[config.mk]
export PLATFORM = sky130hd
export DESIGN_NAME = complement_and_decimal_adjust
export DESIGN_NICKNAME = d
export VERILOG_FILES = /design/src/hw/cda_pkg.sv /design/src/hw/decimal_adjuster.sv /design/src/hw/complement_and_decimal_adjust.sv
export VERILOG_INCLUDE_DIRS = /design/src /design/src/hw
export SDC_FILE = /design/constraint.sdc
export NUM_CORES = 1
export LEC_CHECK = 0
export BUFFER_PORTS_ARGS = -buffer_cell sky130_fd_sc_hd__buf_2
export CELL_PAD_IN_SITES_DETAIL_PLACEMENT = 1
export CELL_PAD_IN_SITES_GLOBAL_PLACEMENT = 1
export CORE_AREA = 2 2 71 73
export CTS_CLUSTER_DIAMETER = 150
export CTS_CLUSTER_SIZE = 10
export DETAILED_ROUTE_END_ITERATION = 6
export DIE_AREA = 0 0 73 75
export PLACE_DENSITY_LB_ADDON = 0.25
export SKIP_LAST_GASP = 1
export SLEW_MARGIN = 20
export SYNTH_ARGS = -nofsm -noshare
export SYNTH_HDL_FRONTEND = slang
export SYNTH_SLANG_ARGS = --single-unit
export TNS_END_PERCENT = 20
[constraint.sdc]
create_clock -name mclk_i -period 5.54 [get_ports mclk_i]
set_input_delay 0.277 -clock mclk_i [delete_from_list [all_inputs] [get_ports mclk_i]]
set_output_delay 0.277 -clock mclk_i [all_outputs]
set_load 0.02 [all_outputs]
[src/hw/cda_regs.svh]
// Constants for the complement and decimal-adjust datapath slice.
`ifndef CDA_REGS_SVH
`define CDA_REGS_SVH
`define CDA_NIBBLE_MAX 4'h9
`define CDA_NIBBLE_FIX 4'h6
`define CDA_DATA_W 8
`endif

[src/hw/cda_pkg.sv]
// Types for the complement and decimal-adjust datapath slice.
package cda_pkg;
  typedef enum logic [1:0] {
    OP_IDLE = 2'b00,
    OP_COMPLEMENT = 2'b01,
    OP_ADJUST = 2'b10
  } op_sel_t;
endpackage

[src/hw/decimal_adjuster.sv]
// Combinational decimal correction of an accumulator value.
`timescale 1ns/100ps
`include "cda_regs.svh"
module decimal_adjuster (
  // Operand and flags.
  input wire logic [7:0] accum_i,
  input wire logic half_carry_i,
  input wire logic carry_i,
  // Result.
  output logic [7:0] result_o,
  output logic carry_o
);
  logic lo_fix;
  logic hi_fix;
  logic [4:0] lo_sum;
  logic [4:0] hi_mid;
  logic [8:0] sum;
  always_comb begin
    lo_fix = (accum_i[3:0] > `CDA_NIBBLE_MAX) || half_carry_i;
    lo_sum = {1'b0, accum_i[3:0]}
           + {1'b0, (lo_fix ? `CDA_NIBBLE_FIX : 4'h0)};
    // The high nibble is judged after the low correction, so a carry
    // out of the low nibble can push it past nine.
    hi_mid = {1'b0, accum_i[7:4]} + {4'h0, lo_sum[4]};
    hi_fix = (hi_mid > {1'b0, `CDA_NIBBLE_MAX}) || carry_i;
    sum = {1'b0, accum_i}
        + {1'b0, (hi_fix ? `CDA_NIBBLE_FIX : 4'h0),
           (lo_fix ? `CDA_NIBBLE_FIX : 4'h0)};
    result_o = sum[7:0];
    // Carry marks a decimal sum of 100 or more.
    carry_o = sum[8] || carry_i || hi_fix;
  end
endmodule

[src/hw/complement_and_decimal_adjust.sv]
// Complement-to-accumulator and decimal-adjust-to-memory datapath.
`timescale 1ns/100ps
`include "cda_regs.svh"
//------------------------------------------------------------------------
//------------------------------------------------------------------------
module complement_and_decimal_adjust
  import cda_pkg::*;
(
  // Clock and reset.
  input wire logic mclk_i,
  input wire logic rst_b_i,
  // Instruction strobes, one-cycle pulses.
  input wire logic complement_to_accumulator_i,
  input wire logic decimal_adjust_to_memory_i,
  // Operands and flags from the core.
  input wire logic [7:0] mem_rdata_i,
  input wire logic [7:0] working_accumulator_i,
  input wire logic half_carry_flag_i,
  input wire logic carry_flag_i,
  input wire logic zero_flag_i,
  // Results back to the core.
  output logic [7:0] accum_wdata_o,
  output logic accum_we_o,
  output logic [7:0] mem_wdata_o,
  output logic mem_we_o,
  output logic zero_flag_o,
  output logic zero_we_o,
  output logic carry_flag_o,
  output logic carry_we_o,
  output logic done_o
);
  //----------------------------------------------------------------------
  // State
  //----------------------------------------------------------------------
  // Data and flag values hold until the next instruction; the write
  // enables and the done pulse last a single cycle.
  typedef struct packed {
    logic [7:0] accum;
    logic accum_we;
    logic [7:0] mem;
    logic mem_we;
    logic zero;
    logic zero_we;
    logic carry;
    logic carry_we;
    logic done;
  } state_t;

  state_t s_q;
  state_t s_d;
  logic [7:0] adj_val;
  logic adj_carry;
  op_sel_t op;

  //----------------------------------------------------------------------
  // Decimal correction
  //----------------------------------------------------------------------
  // The adjuster is purely combinational; its result only counts when
  // the adjust strobe is taken.
  decimal_adjuster u_adj (
    .accum_i(working_accumulator_i),
    .half_carry_i(half_carry_flag_i),
    .carry_i(carry_flag_i),
    .result_o(adj_val),
    .carry_o(adj_carry)
  );

  //----------------------------------------------------------------------
  // Next state
  //----------------------------------------------------------------------
  // A request dropped on a collision is not reported back; the core is
  // expected to issue one instruction at a time.
  always_comb begin
    // Complement wins if both strobes arrive together.
    if (complement_to_accumulator_i) begin
      op = OP_COMPLEMENT;
    end else if (decimal_adjust_to_memory_i) begin
      op = OP_ADJUST;
    end else begin
      op = OP_IDLE;
    end
    s_d = s_q;
    s_d.accum_we = 1'b0;
    s_d.mem_we = 1'b0;
    s_d.zero_we = 1'b0;
    s_d.carry_we = 1'b0;
    s_d.done = 1'b0;
    case (op)
      OP_COMPLEMENT: begin
        s_d.accum = ~mem_rdata_i;
        s_d.accum_we = 1'b1;
        s_d.mem_we = 1'b0;
        s_d.zero = (~mem_rdata_i == 8'h00);
        s_d.zero_we = 1'b1;
        s_d.carry = carry_flag_i;
        s_d.done = 1'b1;
      end
      OP_ADJUST: begin
        s_d.mem = adj_val;
        s_d.mem_we = 1'b1;
        s_d.carry = adj_carry;
        s_d.carry_we = 1'b1;
        s_d.zero = zero_flag_i;
        s_d.done = 1'b1;
      end
      default: begin
      end
    endcase
  end

  // Synchronous reset clears every result and every pulse.
  always_ff @(posedge mclk_i) begin
    if (!rst_b_i) begin
      s_q <= '0;
    end else begin
      s_q <= s_d;
    end
  end

  //----------------------------------------------------------------------
  // Outputs
  //----------------------------------------------------------------------
  // Every output is taken straight from the state register.
  assign accum_wdata_o = s_q.accum;
  assign accum_we_o = s_q.accum_we;
  assign mem_wdata_o = s_q.mem;
  assign mem_we_o = s_q.mem_we;
  assign zero_flag_o = s_q.zero;
  assign zero_we_o = s_q.zero_we;
  assign carry_flag_o = s_q.carry;
  assign carry_we_o = s_q.carry_we;
  assign done_o = s_q.done;
endmodule

* Word-level counts from Yosys, hierarchy flattened
Index checks and enable logic that the tools add are counted.
Word-level totals: bits in registers 23, input port bits 23, word-level logic and storage cells 34
Cells by class: add/sub/neg operators 3, $lt $le $gt $ge 2, eq/ne operators 2, muxes and demuxes 10, bitwise logic cells 1, reductions and logical operators 7
Operators by type and width (number):
- $add 8x8->9 | 1
- $logic_not 8->1 | 1
- $not 8->8 | 1
- $mux 3 | 2
- $add 4x1->5 | 1
- $add 4x4->5 | 1
- $gt 5x4->1 const B | 1
- $gt 4x4->1 const B | 1
- $logic_or 1x1->1 | 4
- $mux 1 | 4
- $mux 2 | 2
- $pmux 2 s2 | 1
- $eq 2x1->1 const B | 1
- $eq 2x2->1 const B | 1
- $pmux 1 s2 | 1
- $reduce_bool 2->1 | 1
- $reduce_or 2->1 | 1

* Depth between registers and ports, before layout
Gate-level depths: netlist of the first run.
word-level depth 12, gate-level depth with buffers 15, depth with buffers taken out 15

* Cells and area by module
From an unflattened synthesis of the first run, not the netlist that was laid out.
Second synthesis, totals: cell total of the unflattened synthesis 124, area, all modules 1098.6 µm²
Modules (own cells, without submodules):
- complement_and_decimal_adjust | times used 1, cells each 83, area each 785.8 µm², seq. area each 420.4 µm²
- decimal_adjuster | times used 1, cells each 41, area each 312.8 µm², seq. area each 0.0 µm²

* Least setup slack after synthesis of the first run
No wires, ideal clock.
path type input to register, start input port working_accumulator_i[2], end register s_q, in the netlist carry_flag_o, library setup time 0.114 ns, data arrival time 2.961 ns, path slack 2.465 ns, stages on the path 15, path buffers 0, path through o21ai_1 -> nand2b_1 -> ha_1 -> a21oi_1 -> nor2b_1 -> ha_1 -> ha_1 -> nand2b_1 -> a311oi_1 -> a211oi_1 -> ha_1 -> a21oi_1 -> o21ai_0 -> a32o_1 -> a21o_1
On the way: cells in the longest elaborated chain, start to end 12
Ends and longest elaborated chain:
- start: declaration | line complement_and_decimal_adjust.sv:17 | input wire logic [7:0] working_accumulator_i,
- $gt 4x4->1 (no line)
- $logic_or 1x1->1 | line decimal_adjuster.sv:19 | lo_fix = (accum_i[3:0] > `CDA_NIBBLE_MAX) || half_carry_i;
- $mux 3 | line decimal_adjuster.sv:21, decimal_adjuster.sv:28
- $add 4x4->5 | line decimal_adjuster.sv:20 | lo_sum = {1'b0, accum_i[3:0]}
- $add 4x1->5 | line decimal_adjuster.sv:24 | hi_mid = {1'b0, accum_i[7:4]} + {4'h0, lo_sum[4]};
- $gt 5x4->1 | line decimal_adjuster.sv:25 | hi_fix = (hi_mid > {1'b0, `CDA_NIBBLE_MAX}) || carry_i;
- $logic_or 1x1->1 | line decimal_adjuster.sv:25
- $mux 3 | line decimal_adjuster.sv:27 | + {1'b0, (hi_fix ? `CDA_NIBBLE_FIX : 4'h0),
- $add 8x8->9 | line decimal_adjuster.sv:26 | sum = {1'b0, accum_i}
- $logic_or 1x1->1 | line decimal_adjuster.sv:31 | carry_o = sum[8] || carry_i || hi_fix;
- $logic_or 1x1->1 (*) | line decimal_adjuster.sv:31
- $pmux 1 s2 (*) | line complement_and_decimal_adjust.sv:88 | case (op)
- end signal: assignment | line complement_and_decimal_adjust.sv:114 | s_q <= '0;
- end signal: assignment | line complement_and_decimal_adjust.sv:116 | s_q <= s_d;
- end: declaration | line complement_and_decimal_adjust.sv:49 | state_t s_q;
Mark *: on every way between the ends. The rest lies on a longest branch, timed or not. A chain may end at the register's enable or synchronous reset.

* Worst setup path after layout of the first run
Same ends and word-level chain as after synthesis.

==> Implementation_results.wiki, run 1 <==
{| class="wikitable"
! Metric !! Value
|-
| Status || finished, final reports clean
|-
| Share of flip-flops with an asynchronous set or reset after synthesis || 0%
|-
| Clock Root Buffer || sky130_fd_sc_hd__clkbuf_8
|-
| Arrival time reported for the critical path endpoint || 3.42 ns
|-
| Max Root-Sink Buffers || 2
|-
| Initial DRC count || 30
|-
| Hold Crit Endpoint || accum_wdata_o[6]
|-
| Via count of the routed design || 1021
|-
| Gr usage total || 10.46%
|-
| Sinks on the clock net || 21
|-
| Reg2Reg Depth || 4
|-
| Number of distinct standard cells referenced by the synthesized netlist || 35
|-
| Overflow left after global routing || 0
|-
| Slew at the pin with the worst max-slew slack || 0.5009 ns
|-
| CP cell instances || buf_2, o21ai_1, nand2b_1, ha_1, a21oi_1, nor2b_1, ha_1, ha_1, nand2b_1, a311oi_1, a211oi_1, ha_1, a21oi_1, o21ai_0, a32o_1, a21o_1
|-
| Worst Min Path Start || mem_rdata_i[6]
|-
| CTS clock-pin slew for the worst setup and hold paths || 0.08 ns
|-
| Count of port buffers added during placement || 45
|-
| Wire length of the first global-routing pass || 4512 um
|-
| Post-synth EDFFs || 0
|-
| Setup Crit Path Kind || primary input to flip-flop
|-
| Antenna Violating Nets Remaining || 0
|-
| Number of antenna violations at the first check in global routing || 0
|-
| Minimum clock period || 3.270 ns
|-
| Met2 layer usage reported by global route || 19.82%
|-
| Routed len/inst || 13.27 um
|-
| Post-synthesis sequential element count || 21
|-
| Synth Warn # || 0
|-
| Biggest area contributors in the synthesized netlist || sky130_fd_sc_hd__dfxtp_1 40%, sky130_fd_sc_hd__o211a_1 8.5%, sky130_fd_sc_hd__nand2_1 7.4%, sky130_fd_sc_hd__ha_1 7.1%, sky130_fd_sc_hd__a21boi_1 2.8%
|-
| Placeable core region || 4661 um2
|-
| Fraction of layout instances using a drive strength above 1 || 31.45%
|-
| Data required, critical path || 5.70 ns
|-
| Min-delay worst type || primary input to flip-flop
|-
| Insertion delay to the later sink of the worst-skew pair || 0.25 ns
|-
| PwrDens || 251.9 nW/um2
|-
| Proportion of netlist area held by the largest area contributor || 39.72%
|-
| CTS Hold Buffers Added || 0
|-
| Via/cell ratio || 4.793
|-
| CTS tree || done
|-
| CP max stage delay || 0.38 ns
|-
| Register-to-register path setup slack || 4.62 ns
|-
| Resize count post-CTS || 0
|-
| Area of the die || 5475 um2
|-
| Final max-slew violation count || 0
|-
| Fraction of the yosys area taken by sequential cells || 39.72%
|-
| Met3 capacity usage during global routing || 2.945%
|-
| Crit path max fanout || 6
|-
| Worst ir drop on vdd || 0.0001220 V
|-
| Number of post-CTS setup repair buffers || 0
|-
| Post-route fraction of the period consumed by the critical path || 59.02%
|-
| Yosys top cell by area || sky130_fd_sc_hd__dfxtp_1
|-
| Commonest register cell after synthesis || sky130_fd_sc_hd__dfxtp_1
|-
| Via count of the first global-routing pass || 1010
|-
| Final nets || 190
|-
| Timing-limited maximum frequency || 305.8 MHz
|-
| Maximum number of pins on one net before global-route repair || 26
|-
| Router iterations before antenna repair || 4
|-
| Source of the worst register-to-register timing path || carry_flag_o
|-
| Worst setup skew after layout || 0 ns
|-
| Hold Fails Final Rpt || 0
|-
| Kind of end point of the critical path || flip-flop
|-
| Critical-path cell with the highest stage delay || sky130_fd_sc_hd__a211oi_1
|-
| Antenna diodes || 0
|-
| Final HPWL from detailed placement || 2261 um
|-
| Unrepaired setup endpoints after global routing || no
|-
| Global Route met1 Usage || 11.41%
|-
| Die height || 75 um
|-
| Effective utilization at floorplan || 22.71%
|-
| Number of DRC violations after detailed routing || 0
|-
| Post-synthesis cell area || 1059 um2
|-
| Total design power || 342.6 uW
|-
| Routability congestion estimate || 0.7445
|-
| Number of cells produced by synthesis || 117
|-
| CP Launch Type || primary input
|-
| Worst hold stages || 2
|-
| Leak Pwr || 0.0006953 uW
|-
| Net count of the mapped netlist || 147
|-
| Number of standard cells in the final layout excluding fillers || 213
|-
| Number of placed instances, taps included || 209
|-
| Setup TNS || 0 ns
|-
| Boundary Pins || 46
|-
| Wire length after detailed routing || 2826 um
|-
| Final setup viols || 0
|-
| Area added between synthesis and finish || 28.49%
|-
| Endpoint of the most critical register-to-register path || carry_flag_o
|-
| Critical path's most frequent cell || sky130_fd_sc_hd__ha_1
|-
| Global-route layer with the greatest usage || met2
|-
| Number of clock buffers inserted by TritonCTS || 3
|-
| Most common library cells after synthesis || 21 x sky130_fd_sc_hd__dfxtp_1, 21 x sky130_fd_sc_hd__nand2_1, 9 x sky130_fd_sc_hd__o211a_1
|-
| MaxCap Viol Count || 0
|-
| Number of levels the H-tree was split into || 1
|-
| Average size of a mapped cell || 9.047 um2
|-
| Slew Limit Headroom || 66.46%
|-
| Die span in x || 73 um
|-
| # rows || 25
|}
-- kinds of logic after synthesis --
group	count (synthesis)	share of synthesized area [%]
multiplexers	1	0.9457
adder cells (fa/ha/maj)	7	8.983
AO/OA/AOI/OAI	31	22.22
XOR/XNOR	2	1.655
AND/OR/NAND/NOR	45	21.99
flip-flops	21	39.72
buffers and inverters	10	4.491
-- where the power goes --
part / internal, uW / switching (uW) / leakage, uW
clock network: 51.1 / 46.6 / 0.0000228
registers: 161 / 4.70 / 0.000174
logic: 31.9 / 47.3 / 0.000499
-- flip-flops by register name (all words and copies together), names as in the netlist --
register,count
mem_wdata_o,8
accum_wdata_o,8
zero_we_o,1
carry_we_o,1
done_o,1
carry_flag_o,1
zero_flag_o,1
-- cell type report --
type                            instances  area (um2)
Multi-Input combinational cell         86       590.6
Tap cell                               54       67.56
Fill cell                             573        3301
Inverter                                3       11.26
Sequential cell                        21       420.4
Timing Repair Buffer                   45       225.2
Clock buffer                            4       45.04
-- cell usage in the layout, fill, tap and decap left out, types with 3 or more instances in the layout --
cell / synthesis / routed
sky130_fd_sc_hd__buf_2: 2 / 45
sky130_fd_sc_hd__clkbuf_8: 0 / 3
sky130_fd_sc_hd__nand4_1: 3 / 3
sky130_fd_sc_hd__nand3_1: 3 / 3
sky130_fd_sc_hd__nor2_1: 3 / 3
sky130_fd_sc_hd__nand2b_1: 4 / 4
sky130_fd_sc_hd__ha_1: 6 / 6
sky130_fd_sc_hd__o21ai_0: 4 / 4
sky130_fd_sc_hd__nand2_1: 21 / 21
sky130_fd_sc_hd__nand4b_1: 3 / 3
sky130_fd_sc_hd__inv_1: 3 / 3
sky130_fd_sc_hd__o211a_1: 9 / 9
sky130_fd_sc_hd__a21oi_1: 3 / 3
sky130_fd_sc_hd__a21boi_1: 4 / 4
sky130_fd_sc_hd__dfxtp_1: 21 / 21
-- routing by layer --
layer  part of all wire, %  up-vias
met3                   5.5        6
met4                   1.9        0
met5                     0        -
li1                      -      501
met2                    51       31
met1                    41      483
-- critical path: cells and delay by family --
kind / cells / cell delay, ns
compound gates: 8 / 1.59
fa+ha+maj: 4 / 1.16
buf+inv: 1 / 0.12
simple gates: 3 / 0.29
-- how the worst max path moves through the flow --
| stage | start | end | slack (ns) | cells after the start |
|---|---|---|---|---|
| after floorplan | working_accumulator_i[2] | carry_flag_o | 2.47 | 15 |
| after global placement | working_accumulator_i[2] | carry_flag_o | 2.13 | 16 |
| after detailed placement | working_accumulator_i[2] | carry_flag_o | 1.97 | 16 |
| after CTS | working_accumulator_i[2] | carry_flag_o | 2.26 | 16 |
| after global routing | working_accumulator_i[2] | carry_flag_o | 2.04 | 16 |
| final | working_accumulator_i[2] | carry_flag_o | 2.27 | 16 |
-- stage by stage --
step | cell area, um2 | setup WS (ns) | utilization (%) | hold slack (ns)
CTS | 1360 | 2.255 | 29.18 | 0.2057
detailed placement | 1315 | 1.974 | 28.21 | 0.4478
finish | 1360 | 2.270 | 29.18 | 0.2148
global route | 1360 | 2.040 | 29.18 | 0.2157
floorplan | 1059 | 2.465 | - | 0.3719
global placement | 1315 | 2.132 | 28.21 | 0.4408
Note: power is estimated with default switching activity, not from simulation.
==> run 2: changes to the inputs <==
==> constraint.sdc (replaced) <==
create_clock -name mclk_i -period 2.9 [get_ports mclk_i]
set_input_delay 0.145 -clock mclk_i [delete_from_list [all_inputs] [get_ports mclk_i]]
set_output_delay 0.145 -clock mclk_i [all_outputs]
set_load 0.02 [all_outputs]
==> run 2 against run 1 <==
Net effect: sequential cell count unchanged; wire length is 3.3% higher; largest cell class unchanged; clock-buffer cell count did not move; register-to-register slack lost 2.6 ns; highest routed layer unchanged; non-clock buffer count grew 10; hold slack got worse by 0.13 ns; critical endpoint unchanged; setup slack lost 2.1 ns; sequential power rose by 91%.
==> Implementation_results.wiki, run 2 (same netlist as run 1, synthesis figures left out) <==
{| class="wikitable"
! Metric !! Value
|-
| MaxCap Viol Count || 0 (unchanged)
|-
| Boundary Pins || 46 (unchanged)
|-
| Min-delay worst type || primary input to flip-flop
|-
| Overflow left after global routing || 0 (unchanged)
|-
| Arrival time reported for the critical path endpoint || 2.91 ns (-0.51 ns)
|-
| Placeable core region || 4661 um2 (unchanged)
|-
| Timing-limited maximum frequency || 362.3 MHz
|-
| CTS tree || done
|-
| Clock Root Buffer || sky130_fd_sc_hd__clkbuf_8
|-
| CP Launch Type || primary input
|-
| Sinks on the clock net || 21 (unchanged)
|-
| PwrDens || 459.2 nW/um2 (+82%)
|-
| Core Util, Final || 31.97% (+2.8 points)
|-
| CTS clock-pin slew for the worst setup and hold paths || 0.07 ns (about the same)
|-
| Die height || 75 um (unchanged)
|-
| Area of the die || 5475 um2 (unchanged)
|-
| Area added between synthesis and finish || 40.78%
|-
| Number of clock buffers inserted by TritonCTS || 3 (unchanged)
|-
| Slew Limit Headroom || 64.96% (-1.5 points)
|-
| Crit path max fanout || 3 (-3)
|-
| Data required, critical path || 3.05 ns (-2.65 ns)
|-
| Final nets || 200 (+5.3%)
|-
| Die span in x || 73 um (unchanged)
|-
| Cell area after placement || 1390 um2 (+5.7%)
|-
| Leak Pwr || 0.0007542 uW (+8.5%)
|-
| Commonest cells after routing, fill and taps aside || 44 x sky130_fd_sc_hd__buf_2, 21 x sky130_fd_sc_hd__nand2_1, 21 x sky130_fd_sc_hd__dfxtp_1
|-
| Maximum number of pins on one net before global-route repair || 26 (unchanged)
|-
| Max Root-Sink Buffers || 2 (unchanged)
|-
| Wire length of the first global-routing pass || 4761 um (+5.5%)
|-
| Worst hold stages || 2 (unchanged)
|-
| Critical-path cell with the highest stage delay || sky130_fd_sc_hd__ha_1
|-
| Endpoint of the most critical register-to-register path || carry_flag_o
|-
| Number of levels the H-tree was split into || 1 (unchanged)
|-
| Number of DRC violations after detailed routing || 0 (unchanged)
|-
| Minimum clock period || 2.760 ns
|-
| Number of standard cells in the final layout excluding fillers || 223 (+4.7%)
|-
| Final max-slew violation count || 0 (unchanged)
|-
| Most common library cell in the layout ignoring fill and taps || sky130_fd_sc_hd__buf_2
|-
| Final setup viols || 0 (unchanged)
|-
| Hold Fails Final Rpt || 0 (unchanged)
|-
| Status || finished, final reports clean
|-
| Final HPWL from detailed placement || 2301 um (+1.8%)
|-
| Worst ir drop on vdd || 0.0002484 V (+100%)
|-
| Top delay family on crit path || compound AO/OA/AOI/OAI gates
|-
| Number of antenna violations at the first check in global routing || 0 (unchanged)
|-
| Source of the worst register-to-register timing path || carry_flag_o
|-
| Routed len/inst || 13.09 um (-1.4%)
|-
| # rows || 25 (unchanged)
|-
| Post-route fraction of the period consumed by the critical path || 95.17%
|-
| Number of placed instances, taps included || 217 (+3.8%)
|-
| Wire length after detailed routing || 2918 um (+3.3%)
|-
| Worst setup skew after layout || 0 ns (unchanged)
|-
| Initial DRC count || 70 (+130%)
|-
| Setup Crit Path Kind || primary input to flip-flop
|-
| Gr usage total || 11.17% (+0.71 points)
|-
| Antenna Violating Nets Remaining || 0 (unchanged)
|-
| Worst Min Path Start || mem_rdata_i[6]
|-
| Via count of the first global-routing pass || 1074 (+6.3%)
|-
| Register-to-register path setup slack || 1.98 ns (-2.64 ns)
|-
| Via/cell ratio || 4.713 (-1.7%)
|-
| CP cell instances || buf_2, o21ai_2, nand2b_1, ha_1, a21oi_2, nor2b_1, ha_2, ha_4, nand2b_4, a311oi_2, a211oi_2, ha_1, a21oi_2, o21ai_1, a32o_1, a21o_1
|-
| Reg2Reg Depth || 4 (unchanged)
|-
| Insertion delay to the later sink of the worst-skew pair || 0.25 ns (about the same)
|-
| Routability congestion estimate || 0.8314 (+12%)
|-
| Worst Path Buf+Inv || 1 (unchanged)
|-
| Effective utilization at floorplan || 22.71% (unchanged)
|-
| Antenna diodes || 0 (unchanged)
|-
| Kind of end point of the critical path || flip-flop
|-
| Hold Crit Endpoint || accum_wdata_o[6]
|-
| CP max stage delay || 0.33 ns (-0.05 ns)
|-
| Count of port buffers added during placement || 45 (unchanged)
|-
| Router iterations before antenna repair || 4 (unchanged)
|-
| Slew at the pin with the worst max-slew slack || 0.5232 ns (+0.02225 ns)
|-
| Via count of the routed design || 1051 (+2.9%)
|-
| Fraction of layout instances using a drive strength above 1 || 40.83% (+9.4 points)
|-
| Non-Filler Cell Area, Final || 1490 um2 (+9.6%)
|}
## run 2: cell types whose count changed in the layout (fill, tap and decap cells not counted), moves of 2 or more
cell / change
sky130_fd_sc_hd__o21ai_2: +2
sky130_fd_sc_hd__ha_1: -2
sky130_fd_sc_hd__buf_4: +10
sky130_fd_sc_hd__o21ai_0: -2
sky130_fd_sc_hd__a21oi_1: -2
sky130_fd_sc_hd__a21oi_2: +2
## run 2: stage by stage
| step | worst slack [ns] | TNS, ns | hold slack, ns | total power [uW] |
|---|---|---|---|---|
| after CTS | 0.04952 | 0 | 0.07774 | 684.1 |
| after global placement | -0.06141 | -0.07483 | 0.3481 | 488.2 |
| final | 0.1402 | 0 | 0.08302 | 684.3 |
| after detailed placement | -0.2311 | -0.5936 | 0.3559 | 493.9 |
| after floorplan | 0.04801 | 0 | 0.2399 | 421.3 |
| after global routing | -0.01901 | -0.01901 | 0.08198 | 730.4 |
## run 2: worst max-delay path by stage
stage / startpoint / endpoint / slack (ns) / cells after the start
final: working_accumulator_i[2] / carry_flag_o / 0.14 / 16
after global routing: working_accumulator_i[2] / carry_flag_o / -0.02 / 16
after CTS: working_accumulator_i[2] / carry_flag_o / 0.05 / 16
after detailed placement: working_accumulator_i[2] / carry_flag_o / -0.23 / 16
after global placement: working_accumulator_i[2] / carry_flag_o / -0.06 / 16
after floorplan: working_accumulator_i[2] / carry_flag_o / 0.05 / 15
## run 2: report_power, final
| part | switching, uW | internal, uW |
|---|---|---|
| logic | 99.5 | 81.8 |
| registers | 9.39 | 308 |
| clock network | 88.5 | 97.6 |
| total | 197 | 487 |
## run 2: metal layers
metal	share of wire [%]	vias to the layer above	GRT usage, %	wire length, um
met5	0	-	0	0
met4	1.5	0	3.498	44
met3	4.4	4	3.347	129
met2	52	24	21.22	1527
met1	42	499	11.76	1216
li1	-	524	-	-
## run 2: cell type report
class                   instances  area, um2
clock buffers                   4      45.04
repair buffers                 55      306.5
multi-input cells              86      639.4
well taps                      54      67.56
fillers                       564       3171
inverters                       3      11.26
flip-flops and latches         21      420.4
## run 2: repair_timing
item / in CTS / in global routing
setup endpoints to repair: 0 / 4
hold buffers: 0 / 0
resized for setup: 0 / 9
buffers inserted: 0 / 2
